===== config.mk =====
export PLATFORM = sky130hd
export DESIGN_NAME = sbm_supply_monitor
export DESIGN_NICKNAME = d
export VERILOG_FILES = /design/src/pkg/sbm_pkg.sv /design/src/verilog/sbm_supply_monitor.sv
export SDC_FILE = /design/constraint.sdc
export NUM_CORES = 1
export LEC_CHECK = 0
export ABC_AREA = 1
export ABC_CLOCK_PERIOD_IN_PS = 800
export BUFFER_PORTS_ARGS = -buffer_cell sky130_fd_sc_hd__buf_2
export CORE_ASPECT_RATIO = 0.6
export CORE_MARGIN = 2
export CORE_UTILIZATION = 37
export DETAILED_ROUTE_END_ITERATION = 7
export MAX_ROUTING_LAYER = met4
export PLACE_DENSITY = 0.72
export REMOVE_ABC_BUFFERS = 1
export SYNTH_ARGS = -nofsm -noshare
export SYNTH_HDL_FRONTEND = slang
export SYNTH_SLANG_ARGS = --single-unit

===== constraint.sdc =====
create_clock -name clk_sys -period 0.8 [get_ports clk_sys]
set_input_delay 0.04 -clock clk_sys [delete_from_list [all_inputs] [get_ports clk_sys]]
set_output_delay 0.04 -clock clk_sys [all_outputs]
set_load 0.05 [all_outputs]

===== src/pkg/sbm_pkg.sv =====
// Package for the supply brownout monitor: register map, fields, carriers.
// Assumes a plain single-cycle register port and one 20 MHz system clock.
package sbm_pkg;

  localparam int unsigned ADDR_W = 32;
  localparam int unsigned DATA_W = 16;
  localparam int unsigned INT_W  = 2;

  ////////////////////////////////////////////////////////////////////////
  // Register byte addresses
  localparam logic [ADDR_W-1:0] CTL_ADDR  = 32'hFFFF0440;
  localparam logic [ADDR_W-1:0] IST_ADDR  = 32'hFFFF0444;
  localparam logic [ADDR_W-1:0] IMSK_ADDR = 32'hFFFF0448;

  ////////////////////////////////////////////////////////////////////////
  // Control register fields
  localparam int unsigned CTL_FLAG_BIT = 0;
  localparam int unsigned CTL_EN_BIT   = 1;
  localparam int unsigned CTL_TRIP_BIT = 2;
  localparam int unsigned CTL_CMP_BIT  = 3;
  localparam int unsigned CTL_RSV_LSB  = 4;
  localparam int unsigned CTL_RSV_MSB  = 15;
  localparam logic [DATA_W-1:0] CTL_RST = 16'h0008;

  // Interrupt status and mask fields
  localparam int unsigned INT_LOW_BIT = 0;
  localparam int unsigned INT_REC_BIT = 1;
  localparam logic [INT_W-1:0] IST_RST  = 2'h0;
  localparam logic [INT_W-1:0] IMSK_RST = 2'h0;

  // Trip level encodings
  localparam logic TRIP_LOW  = 1'b0;
  localparam logic TRIP_HIGH = 1'b1;

  ////////////////////////////////////////////////////////////////////////
  // Carriers
  typedef struct packed {
    logic [ADDR_W-1:0] addr;
    logic [DATA_W-1:0] wdata;
    logic              wr;
    logic              rd;
  } sbm_bus_req_t;

  typedef struct packed {
    logic enable;
    logic trip_sel;
  } sbm_ana_ctl_t;

endpackage


===== src/verilog/sbm_supply_monitor.sv =====
// Supply brownout monitor: control register, low-supply flag, interrupts.
// Assumes an analog comparator outside, asynchronous to clk_sys, and a
// register master that keeps the single-cycle strobe protocol.
`timescale 1ns/1ns

// Functional notes
// - Comparator low sets low-supply flag while monitor enabled
// - Write one clears flag once supply recovered
// - Clear accepted first cycle after recovery
// - Bit 3 mirrors comparator, read only
// - Bit 2 selects trip level
// - Bit 1 enables the monitor
// - Flag raises interrupt when enabled
// - No new low interrupt until flag cleared
// - Bits 15 to 4 read zero
module sbm_supply_monitor (
  // Clock and reset
  input  wire logic                       clk_sys,
  input  wire logic                       rst_b,
  // Register port
  input  wire sbm_pkg::sbm_bus_req_t      bus_req,
  output logic [sbm_pkg::DATA_W-1:0]      rdata,
  // Analog comparator side
  input  wire logic                       cmp_raw,
  output sbm_pkg::sbm_ana_ctl_t           ana_ctl,
  // Interrupt side
  output logic                            low_supply_flag,
  output logic                            irq
);

  ////////////////////////////////////////////////////////////////////////
  // Reset release
  logic rst_meta_b;
  logic rst_sync_b;

  always_ff @(posedge clk_sys or negedge rst_b) begin
    if (!rst_b) begin
      rst_meta_b <= 1'b0;
      rst_sync_b <= 1'b0;
    end else begin
      rst_meta_b <= 1'b1;
      rst_sync_b <= rst_meta_b;
    end
  end

  ////////////////////////////////////////////////////////////////////////
  // Comparator synchroniser
  logic cmp_meta_r;
  logic cmp_sync_r;
  logic cmp_prev_r;

  always_ff @(posedge clk_sys or negedge rst_sync_b) begin
    if (!rst_sync_b) begin
      cmp_meta_r <= 1'b1;
      cmp_sync_r <= 1'b1;
      cmp_prev_r <= 1'b1;
    end else begin
      cmp_meta_r <= cmp_raw;
      cmp_sync_r <= cmp_meta_r;
      cmp_prev_r <= cmp_sync_r;
    end
  end

  ////////////////////////////////////////////////////////////////////////
  // Registers
  logic                         flag_r;
  logic                         flag_nxt;
  logic                         en_r;
  logic                         en_nxt;
  logic                         trip_r;
  logic                         trip_nxt;
  logic [sbm_pkg::INT_W-1:0]    ist_r;
  logic [sbm_pkg::INT_W-1:0]    ist_nxt;
  logic [sbm_pkg::INT_W-1:0]    imsk_r;
  logic [sbm_pkg::INT_W-1:0]    imsk_nxt;
  logic [sbm_pkg::DATA_W-1:0]   rdata_r;
  logic [sbm_pkg::DATA_W-1:0]   rdata_nxt;
  logic                         irq_r;
  logic                         irq_nxt;

  ////////////////////////////////////////////////////////////////////////
  // Address decode
  wire sel_ctl  = (bus_req.addr == sbm_pkg::CTL_ADDR);
  wire sel_ist  = (bus_req.addr == sbm_pkg::IST_ADDR);
  wire sel_imsk = (bus_req.addr == sbm_pkg::IMSK_ADDR);
  wire wr_ctl   = bus_req.wr && sel_ctl;
  wire wr_ist   = bus_req.wr && sel_ist;
  wire wr_imsk  = bus_req.wr && sel_imsk;

  ////////////////////////////////////////////////////////////////////////
  // Supply state
  // Powered-down monitor reads as supply above trip
  wire cmp_view  = cmp_sync_r || !en_r;
  wire supply_lo = en_r && !cmp_sync_r;
  wire recovered = cmp_sync_r && !cmp_prev_r && en_r;

  // Clear needs recovered supply, no wait counter
  wire flag_clr  = wr_ctl && bus_req.wdata[sbm_pkg::CTL_FLAG_BIT]
                   && cmp_sync_r;

  assign flag_nxt = supply_lo ? 1'b1 :
                    flag_clr  ? 1'b0 : flag_r;
  assign en_nxt   = wr_ctl ? bus_req.wdata[sbm_pkg::CTL_EN_BIT] : en_r;
  assign trip_nxt = wr_ctl ? bus_req.wdata[sbm_pkg::CTL_TRIP_BIT] : trip_r;

  ////////////////////////////////////////////////////////////////////////
  // Interrupt status and mask
  // Onset only on a flag rising edge, so a held low raises nothing new
  wire                      low_onset = supply_lo && !flag_r;
  wire [sbm_pkg::INT_W-1:0] ist_set   = {recovered, low_onset};
  wire [sbm_pkg::INT_W-1:0] ist_clr   = wr_ist ? bus_req.wdata[sbm_pkg::INT_W-1:0]
                                               : {sbm_pkg::INT_W{1'b0}};

  // Set wins over clear
  assign ist_nxt  = ist_set | (ist_r & ~ist_clr);
  assign imsk_nxt = wr_imsk ? bus_req.wdata[sbm_pkg::INT_W-1:0] : imsk_r;
  assign irq_nxt  = |(ist_r & imsk_r);

  ////////////////////////////////////////////////////////////////////////
  // Read mux
  wire [sbm_pkg::DATA_W-1:0] ctl_view = {12'h000, cmp_view, trip_r, en_r, flag_r};
  wire [sbm_pkg::DATA_W-1:0] ist_view = {14'h0, ist_r};
  wire [sbm_pkg::DATA_W-1:0] msk_view = {14'h0, imsk_r};

  assign rdata_nxt = !bus_req.rd ? 16'h0000 :
                     sel_ctl     ? ctl_view :
                     sel_ist     ? ist_view :
                     sel_imsk    ? msk_view : 16'h0000;

  ////////////////////////////////////////////////////////////////////////
  // State flops
  always_ff @(posedge clk_sys or negedge rst_sync_b) begin
    if (!rst_sync_b) begin
      flag_r  <= sbm_pkg::CTL_RST[sbm_pkg::CTL_FLAG_BIT];
      en_r    <= sbm_pkg::CTL_RST[sbm_pkg::CTL_EN_BIT];
      trip_r  <= sbm_pkg::CTL_RST[sbm_pkg::CTL_TRIP_BIT];
      ist_r   <= sbm_pkg::IST_RST;
      imsk_r  <= sbm_pkg::IMSK_RST;
      rdata_r <= 16'h0000;
      irq_r   <= 1'b0;
    end else begin
      flag_r  <= flag_nxt;
      en_r    <= en_nxt;
      trip_r  <= trip_nxt;
      ist_r   <= ist_nxt;
      imsk_r  <= imsk_nxt;
      rdata_r <= rdata_nxt;
      irq_r   <= irq_nxt;
    end
  end

  ////////////////////////////////////////////////////////////////////////
  // Outputs
  assign rdata            = rdata_r;
  assign ana_ctl.enable   = en_r;
  assign ana_ctl.trip_sel = trip_r;
  assign low_supply_flag  = flag_r;
  assign irq              = irq_r;
endmodule


======== Word-level counts from Yosys, hierarchy flattened ========
Cells that the tools add are included.
cells by class
  muxes and demuxes ....................... 7
  bitwise gates (word level) .............. 4
  reduce and logical (&&, ||, !) cells .... 16
  eq/ne operators ......................... 3
operators by type and width
  cell                                   count
  == test 32 bit, second input constant  3
  logical AND 1 bit                      9
  two-way mux 4 bit                      2
  two-way mux 2 bit                      3
  bitwise AND 2 bit                      2
  zero test 1 bit                        4
  two-way mux 1 bit                      2
  NOT 2 bit                              1
  OR 2 bit                               1
  nonzero test 2 bit                     1
  OR reduction 2 bit                     1
  logical OR 1 bit                       1
word-level totals
  input port bits ......................... 53
  register bits ........................... 29

======== Logic depth before layout (Yosys ltp) ========
Gate-level depths: netlist (run 1).
  depth after elaboration ................. 6
  depth in mapped cells ................... 10

======== Least setup slack after synthesis (run 1) ========
Ideal clock, no wire load.
  path type ............................... register -> register
  from .................................... register low_supply_flag (netlist name)
  to ...................................... register flag_r, in the netlist low_supply_flag
  path slack .............................. -173 ps
  arrival time ............................ 910 ps
  stages on the path, launching flop included .. 5
  cell sequence ........................... dfrtp_1 inv_1 o21ai_0 o21ai_1 inv_1
RTL lines
  item                    RTL line                   text
  end signal: assignment  sbm_supply_monitor.sv:134  flag_r <= sbm_pkg::CTL_RST[sbm_pkg::CTL_FLAG_BIT];
  end signal: assignment  sbm_supply_monitor.sv:142  flag_r <= flag_nxt;
  end: declaration        sbm_supply_monitor.sv:66   logic flag_r;

======== Final worst setup path (run 1) ========
  from .................................... register en_r
  to ...................................... output ana_ctl[1] (netlist bit)
RTL lines
  item                      RTL line                   text
  start: declaration        sbm_supply_monitor.sv:68   logic en_r;
  start signal: assignment  sbm_supply_monitor.sv:135  en_r <= sbm_pkg::CTL_RST[sbm_pkg::CTL_EN_BIT];
  start signal: assignment  sbm_supply_monitor.sv:143  en_r <= en_nxt;
  end: declaration          sbm_supply_monitor.sv:25   output sbm_pkg::sbm_ana_ctl_t ana_ctl,
No word-level cell between the ends.

==> results_dict.tcl, run 1 <==
set metrics [dict create \
    routed_wl_um 2390 \
    coreArea_mm2 0.00259 \
    die_x_um 72.7 \
    grt_pass1_vias 913 \
    critPathSlowestCell "dfrtp_2" \
    power_density_mw_per_mm2 1230 \
    rsz0062_at_grt "true" \
    drt_iter0_markers 53 \
    finalHoldViolCount 0 \
    synthDistinctLibCells 21 \
    drive_gt1_share_pct 50.8 \
    crit_type "reg -> out" \
    violations "setup timing" \
    insertion_delay_ps 250 \
    cts_buffers 3 \
    vias 949 \
    synth-seq-area-share_pct 41.0 \
    ys_ff_latch 17 \
    leakage_uw 0.000822 \
    dp_hpwl_um 1750 \
    slew_viol_final 0 \
    avgSynthCellArea_um2 7.59 \
    outcome "complete, but fails checks" \
    port_buffers 47 \
    maxCapViolCount 0 \
    cts.sink_count 17 \
    synth_top_family_by_area "simple AND/OR/NAND/NOR gates" \
    clk_path_buf_depth 2 \
    setup_viol 15 \
    grt-ovfl-total 0 \
    wire_per_inst_um 10.5 \
    vias_per_cell 4.18 \
    diodes 0 \
    syn_inst 138 \
    power_uw 1890 \
    dr.pass1.iters 4 \
    hp-class "in -> reg" \
    antenna_found_initial 0 \
    fin_ws_ps -110 \
    required_ps 760 \
    synthMuxAreaShare_pct 0 \
    yosys.area_share.simple_pct 34.5 \
    clkTransAtPathRegs_ps 60 \
    fill_cells 238 \
    area_delta_synth_final_pct 46.4 \
    fp.dieH_um 45.2 \
    ys_warn_count 0 \
    min_period_ps 910 \
    worstSetupStartpointType "register" \
    rows 14 \
    vdd_drop_max_mv 1.02 \
    synth_compound_area_share_pct 5.14 \
    layout.nets 249 \
    htree_levels 1 \
    detail-route-antenna-nets 0 \
    die-area_mm2 0.00329 \
    worstPathCellList "buf_6" \
    worstSetupEndpointType "output port" \
    arrival_ps 870 \
    root_buffer "clkbuf_8" \
    final_util_pct 59.1 \
    max_freq_mhz 1100 \
    worst-path-buf-inv 1 \
    gp_congestion 0.863 \
    critical-path-top-delay-family "flip-flops" \
    clock_skew_ps 3.80 \
    syn_area_mm2 0.00105 \
    grt_first_pass_wirelength_um 3820 \
    crit_fanout 5 \
    cp_slowest_stage_delay_ps 450 \
    cts_tree "yes" \
    grt_max_degree 16 \
    hold-worst-slack_ps 31.0 \
    initial_core_util_pct 40.4 \
    fin_crit_sh_pct 114 \
    grt_usage_pct 16.0 \
    synth_xor_xnor_area_share_pct 0 \
    yosys.area_share.adder_pct 0 \
    drc 0 \
    io_pins 73 \
]
through the flow:
step / TNS (ps) / std cells / setup slack [ps] / area [um2]
finish: -667 / 227 / -110 / 1530
CTS: -539 / 225 / -108 / 1440
floorplan: -1400 / 135 / -266 / 983
global placement: -2420 / 217 / -283 / 1280
global route: -1500 / 227 / -172 / 1530
detailed placement: -2590 / 217 / -314 / 1280
cell type report:
class / count / area (um2) / area share, %
repair buffers: 56 / 408 / 26.6
well taps: 32 / 40.0 / 2.61
multi-input cells: 94 / 514 / 33.6
clock buffers: 4 / 45.0 / 2.94
flip-flops and latches: 17 / 430 / 28.1
inverters: 24 / 95.1 / 6.20
synth_stat cells, drive strengths merged:
cell	number	area, um2
dfstp	3	78.8
nand3b	1	7.51
conb	2	7.51
nor2	24	129
inv	24	90.1
o21ai	6	30.0
o21bai	2	15.0
nand2	39	161
nand3	5	30.0
dfrtp	14	350
a22o	1	8.76
nand4	3	33.8
buf	14	105
final timing paths:
| path | slack (ps) | end | startpoint | cells past startpoint |
|---|---|---|---|---|
| setup / recovery | -110 | ana_ctl[1] | en_r$_DFFE_PN0P_ | 1 |
| hold / removal | 30 | trip_r$_DFFE_PN0P_ | bus_req[4] | 3 |
| setup reg to reg | -100 | low_supply_flag$_DFFE_PN0P_ | cmp_sync_r$_DFF_PN1_ | 3 |
| hold reg to reg | 170 | ist_r[0]$_DFF_PN0_ | rst_sync_b$_DFF_PN0_ | 1 |
| max in group asynchronous | 390 | cmp_meta_r$_DFF_PN1_ | rst_sync_b$_DFF_PN0_ | 1 |
| min in group asynchronous | 120 | rst_meta_b$_DFF_PN0_ | rst_b | 2 |
logic make-up (layout without fill, tap and decap cells):
kind of cell / count (synthesis) / count (layout)
and+or+nand+nor: 72 / 72
AOI/OAI and AO/OA: 9 / 9
other: 2 / 13
buffers and inverters: 38 / 84
DFF: 17 / 17
timing repair:
action | 4_1_cts | 5_1_grt
gates resized for setup | 24 | 28
pin swaps | 5 | 23
hold buffers | 2 | 0
buffers inserted | 2 | 2
hold endpoints to repair | 3 | 0
setup endpoints to repair | 13 | 19
registers in the layout, indices dropped and copies added, names as in the netlist:
register and count:
cmp_meta_r 1, cmp_prev_r 1, cmp_sync_r 1, en_r 1
imsk_r 2, irq 1, ist_r 2, low_supply_flag 1
rdata 4, rst_meta_b 1, rst_sync_b 1, trip_r 1
power by group:
| group | internal, uW | total [uW] | switching [uW] |
|---|---|---|---|
| Clock | 353 | 632 | 278 |
| Combinational | 139 | 376 | 237 |
| Sequential | 879 | 885 | 6.02 |
| Total | 1370 | 1890 | 522 |
per-layer routing:
layer | wire [um] | vias up | global-route usage (%)
li1 | - | 500 | -
met1 | 1040 | 416 | 18.5
met2 | 1170 | 31 | 28.4
met3 | 156 | 2 | 5.80
met4 | 23 | 0 | 1.11
met5 | 0 | - | -
layout by cell type (no fill, tap or decap), types with 3 or more instances in the layout:
cell / count
buf_2: 31
nand2_1: 28
buf_6: 16
nor2_1: 13
conb_1: 13
dfrtp_1: 13
inv_1: 11
inv_2: 11
nand2_2: 10
buf_4: 7
nor2_4: 5
nor2_2: 5
o21ai_1: 5
nand3_1: 3
clkbuf_8: 3
dfstp_2: 3
(Power assumes the default switching activity.)
==> inputs of run 2 (changes only) <==
--- a/config.mk
+++ b/config.mk
@@ -13,7 +13,7 @@
 export CORE_UTILIZATION = 37
 export DETAILED_ROUTE_END_ITERATION = 7
 export MAX_ROUTING_LAYER = met4
-export PLACE_DENSITY = 0.72
+export PLACE_DENSITY = 0.81
 export REMOVE_ABC_BUFFERS = 1
 export SYNTH_ARGS = -nofsm -noshare
 export SYNTH_HDL_FRONTEND = slang
==> results_dict.tcl, run 2 (synthesized netlist as in run 1, its figures left out) <==
set metrics [dict create \
    critPathSlowestCell "dfrtp_2" \
    fin_cells 227 \
    layout.nets 249 \
    grt_pass1_vias 929 \
    routed_wl_um 2180 \
    diodes 0 \
    vdd_drop_max_mv 0.770 \
    gp_congestion 0.895 \
    dp_hpwl_um 1680 \
    worstSetupStartpointType "register" \
    cts_tree "yes" \
    fin_crit_sh_pct 114 \
    root_buffer "clkbuf_8" \
    cts_buffers 3 \
    critical-path-top-delay-family "flip-flops" \
    mostFrequentLayoutCell "buf_2" \
    coreArea_mm2 0.00259 \
    final_area_mm2 0.00149 \
    fp.dieH_um 45.2 \
    detail-route-antenna-nets 0 \
    cp_slowest_stage_delay_ps 450 \
    drive_gt1_share_pct 47.2 \
    tns_ps -549 \
    crit_fanout 5 \
    largest_reg_flops 4 \
    io_pins 73 \
    clock_skew_ps 0.859 \
    min_period_ps 909 \
    die-area_mm2 0.00329 \
    vias_per_cell 4.10 \
    arrival_ps 870 \
    cts.sink_count 17 \
    initial_core_util_pct 40.4 \
    grt-ovfl-total 0 \
    r2r-start "cmp_sync_r$_DFF_PN1_" \
    grt_max_degree 16 \
    rows 14 \
    setup_viol 15 \
    slew_viol_final 0 \
    vias 931 \
    grt_first_pass_wirelength_um 3840 \
    drc 0 \
    max_freq_mhz 1100 \
    antenna_found_initial 0 \
    grt_usage_pct 15.9 \
    port_buffers 47 \
    leakage_uw 0.000816 \
    rsz0062_at_grt "true" \
    final_util_pct 57.6 \
    area_delta_synth_final_pct 42.5 \
    layout_common_cells "buf_2 (34), nand2_1 (28), inv_1 (17)" \
    drt_iter0_markers 38 \
    violations "setup timing" \
    dr.pass1.iters 4 \
    startpoint "en_r$_DFFE_PN0P_" \
    place_inst 219 \
    maxCapViolCount 0 \
    hp-start "bus_req[4]" \
    crit_type "reg -> out" \
    required_ps 760 \
    placed_cell_area_mm2 0.00130 \
    worstPathCellList "buf_6" \
    worstSetupEndpointType "output port" \
    clk_path_buf_depth 2 \
    die_x_um 72.7 \
    hp-class "in -> reg" \
    htree_levels 1 \
    fin_ws_ps -109 \
    finalHoldViolCount 0 \
    wire_per_inst_um 9.62 \
    clkTransAtPathRegs_ps 60 \
    fill_cells 252 \
    outcome "complete, but fails checks" \
    power_density_mw_per_mm2 1260 \
    worst-path-buf-inv 1 \
    insertion_delay_ps 250 \
]
==> run 2: cell types whose count changed in the layout (fill, tap and decap cells not counted), moves of 2 or more <==
| cell | previous run | this run |
|---|---|---|
| buf_2 | 31 | 34 |
| buf_6 | 16 | 14 |
| inv_1 | 11 | 17 |
| inv_2 | 11 | 7 |
| inv_4 | 2 | 0 |
| nor2_2 | 5 | 7 |
| nor2_4 | 5 | 3 |
==> run 2: routing by layer <==
metal  vias up  part of all wire, %  track usage, %
li1        501                    -               -
met5         -                    0               -
met2        27                   48            27.3
met1       403                   46            18.8
met3         0                  6.0            5.58
met4         0                    0            1.85
==> run 2: area by class of cell <==
type / instances / area, um2 / share of cell area, %
clock buffer: 4 / 45.0 / 3.02
inverter: 24 / 90.1 / 6.04
multi-input combinational: 94 / 494 / 33.1
sequential: 17 / 430 / 28.8
tap: 32 / 40.0 / 2.68
timing repair buffer: 56 / 393 / 26.3
==> run 2: worst reg2reg max path, stage by stage (launching register included) <==
cell	delay, ps
dfstp_2	590
nand2_2	50
o21ai_1	110
inv_1	50
==> run 2: metrics by stage <==
step | total power [uW] | setup WS, ps | hold slack (ps)
final | 1880 | -109 | 15.4
after global routing | 1970 | -154 | 32.7
after CTS | 1900 | -109 | 12.8
after detailed placement | 1230 | -289 | -171
after global placement | 1220 | -279 | -173
after floorplan | 1100 | -266 | -256
==> run 2: repair_timing <==
item,CTS,global route
hold endpoints to repair,3,0
setup buffers,2,0
resized for setup,28,11
setup endpoints to repair,14,18
pin swaps,3,9
hold buffers,2,0
==> run 2: final timing paths <==
check / end / slack (ps) / cells after the start
min: trip_r$_DFFE_PN0P_ / 20 / 3
max reg2reg: low_supply_flag$_DFFE_PN0P_ / -100 / 3
max in group asynchronous: cmp_prev_r$_DFF_PN1_ / 380 / 1
min in group asynchronous: rst_sync_b$_DFF_PN0_ / 120 / 2
min reg2reg: rdata[0]$_DFF_PN0_ / 180 / 1
max: ana_ctl[1] / -110 / 1
==> run 2: report_power, final <==
part	internal, uW	switching, uW
clock network	353	281
logic	133	229
registers	879	6.67
total	1370	516
==> inputs of run 3 (changes only) <==
--- a/config.mk
+++ b/config.mk
@@ -5,15 +5,14 @@
 export SDC_FILE = /design/constraint.sdc
 export NUM_CORES = 1
 export LEC_CHECK = 0
-export ABC_AREA = 1
 export ABC_CLOCK_PERIOD_IN_PS = 800
 export BUFFER_PORTS_ARGS = -buffer_cell sky130_fd_sc_hd__buf_2
 export CORE_ASPECT_RATIO = 0.6
 export CORE_MARGIN = 2
-export CORE_UTILIZATION = 37
+export CORE_UTILIZATION = 35
 export DETAILED_ROUTE_END_ITERATION = 7
 export MAX_ROUTING_LAYER = met4
-export PLACE_DENSITY = 0.81
+export PLACE_DENSITY = 0.8
 export REMOVE_ABC_BUFFERS = 1
 export SYNTH_ARGS = -nofsm -noshare
 export SYNTH_HDL_FRONTEND = slang
==> results_dict.tcl, run 3 <==
set metrics [dict create \
    initial_core_util_pct 37.4 \
    vias 930 \
    die_x_um 71.3 \
    avgSynthCellArea_um2 11.2 \
    cts.sink_count 17 \
    synth.area.top_cells "dfrtp_1 (37%), buf_4 (11%), dfstp_2 (8.3%), mux2_2 (4.7%), nand2_1 (3.2%)" \
    synth.top_cell.area_share_pct 36.8 \
    area_delta_synth_final_pct 65.4 \
    clock_skew_ps 3.99 \
    crit_type "in -> reg" \
    clkTransAtPathRegs_ps 60 \
    drc 0 \
    synth_largest_area_cell "dfrtp_1" \
    r2r-end "ist_r[1]$_DFF_PN0_" \
    layout_common_cells "buf_2 (35), buf_4 (15), dfrtp_1 (14), buf_6 (14), conb_1 (13)" \
    multiInputGateArea_um2 552 \
    drt_iter0_markers 37 \
    arrival_ps 1320 \
    routed_wl_um 2750 \
    leakage_uw 0.000832 \
    setup_viol 20 \
    r2r_setup_slack_ps -300 \
    grt_pass1_vias 993 \
    htree_levels 1 \
    crit_fanout 3 \
    hold-worst-slack_ps 15.1 \
    coreArea_mm2 0.00254 \
    worst-path-buf-inv 1 \
    dpl_worst_slack_ps -706 \
    layout.nets 208 \
    startpoint "bus_req[23]" \
    fin_crit_sh_pct 147 \
    fill_cells 190 \
    tns_ps -3820 \
    power_density_mw_per_mm2 1200 \
    place_inst 174 \
    vdd_drop_max_mv 0.844 \
    min_period_ps 1180 \
    worstSetupEndpointType "register" \
    detail-route-antenna-nets 0 \
    worstSetupStartpointType "input port" \
    ys_warn_count 0 \
    insertion_delay_ps 250 \
    cts_tree "yes" \
    grt_max_degree 16 \
    io_pins 73 \
    clk_path_buf_depth 2 \
    max_freq_mhz 849 \
    crit_cells 5 \
    grt_usage_pct 19.4 \
    critical-path-top-delay-family "simple AND/OR/NAND/NOR gates" \
    die-area_mm2 0.00316 \
    violations "setup timing" \
    antenna_found_initial 0 \
    rsz0062_at_grt "true" \
    port_buffers 47 \
    cp_slowest_stage_delay_ps 380 \
    drive_gt1_share_pct 59.7 \
    async_flop_share_pct 100 \
    gp_congestion 0.845 \
    final-seq-area_um2 429 \
    slew_viol_final 0 \
    final_area_mm2 0.00157 \
    placed_cell_area_mm2 0.00126 \
    finalHoldViolCount 0 \
    maxCapViolCount 0 \
    required_ps 940 \
    grt-ovfl-total 0 \
    largest_reg_flops 4 \
    r2r-start "cmp_prev_r$_DFF_PN1_" \
    wire_per_inst_um 14.8 \
    rows 14 \
    hp-class "in -> reg" \
    outcome "complete, but fails checks" \
    syn_inst 85 \
    vias_per_cell 5.00 \
    fp.dieH_um 44.4 \
    worstPathCellList "buf_6 -> and4bb_2 -> nand4_4 -> nor4_4 -> mux2_4" \
    cts_buffers 3 \
    fin_cells 186 \
    grt_first_pass_wirelength_um 4460 \
    diodes 0 \
    reg2reg_depth 3 \
    fin_ws_ps -378 \
    critPathSlowestCell "nor4_4" \
    synth-main-ff-cell "dfrtp_1" \
    dp_hpwl_um 2010 \
    cp-endpoint "imsk_r[0]$_DFFE_PN0P_" \
    root_buffer "clkbuf_8" \
    dr.pass1.iters 4 \
    synth_edf_count 0 \
    ys_top_cells_by_count "buf_4 (14), dfrtp_1 (14), nand2_1 (8)" \
    synthDistinctLibCells 34 \
    ys_ff_latch 17 \
    mostFrequentLayoutCell "buf_2" \
    syn_area_um2 951 \
    synth-seq-area-share_pct 45.1 \
]
==> run 3: changes by cell type after synthesis, moves of 4 or more <==
| cell | before | now |
|---|---|---|
| inv_1 | 21 | 3 |
| mux2_2 | 0 | 4 |
| nand2_1 | 33 | 8 |
| nand2_2 | 6 | 0 |
| nor2_1 | 18 | 2 |
| o21ai_1 | 5 | 0 |
==> run 3: kinds of logic (layout without fill, tap and decap cells) <==
logic type | Yosys count | after routing | share of synthesized area (%)
buffers and inverters | 17 | 75 | 12.2
and+or+nand+nor | 37 | 37 | 30.4
muxes | 6 | 6 | 6.84
DFF | 17 | 17 | 45.1
other | 2 | 13 | 0.790
AOI/OAI and AO/OA | 6 | 6 | 4.61
==> run 3: worst min path at each step <==
stage,start,end,slack (ps),cells after the start
4_1_cts,bus_req[4],trip_r$_DFFE_PN0P_,10,2
3_5_place_dp,rst_b,rst_meta_b$_DFF_PN0_,-170,1
5_1_grt,bus_req[4],trip_r$_DFFE_PN0P_,10,2
2_1_floorplan,rst_b,rst_meta_b$_DFF_PN0_,-260,0
3_3_place_gp,rst_b,rst_sync_b$_DFF_PN0_,-180,1
6_report,bus_req[4],trip_r$_DFFE_PN0P_,20,2
==> run 3: worst register-to-register path, cell delays in order (launching register included) <==
cell and delay (ps):
dfstp_2 530, nor2_2 40, nor4bb_1 290, a2bb2oi_1 120
==> run 3: cell type report <==
type / instances / share of cell area, %
Clock buffer: 4 / 2.86
Inverter: 3 / 0.716
Tap cell: 32 / 2.55
Sequential cell: 17 / 27.3
Multi-Input combinational cell: 62 / 35.1
Timing Repair Buffer: 68 / 31.5
==> run 3: power breakdown <==
group | internal [uW] | switching, uW
logic | 145 | 235
registers | 879 | 5.91
clock network | 353 | 268
total | 1380 | 509
==> run 3: layer usage <==
metal,wire [um],vias to the layer above,global-route usage (%)
li1,-,424,-
met1,1040,458,21.7
met2,1410,38,30.9
met3,212,10,7.74
met4,82,0,8.68
met5,0,-,-
==> run 3: repair_timing <==
| item | in CTS | in global routing |
|---|---|---|
| setup endpoints to repair | 20 | 20 |
| cloned | 0 | 0 |
| hold buffers | 2 | 0 |
| hold endpoints to repair | 3 | 0 |
| resized for setup | 43 | 2 |
| pin swaps | 10 | 3 |
| buffers inserted | 5 | 1 |
==> run 3: per-stage QoR <==
step,total power [uW],util (%)
6_report,1890,61.9
3_3_place_gp,1220,49.6
5_1_grt,1980,61.9
4_1_cts,1900,61.3
2_1_floorplan,1070,-
3_5_place_dp,1230,49.6
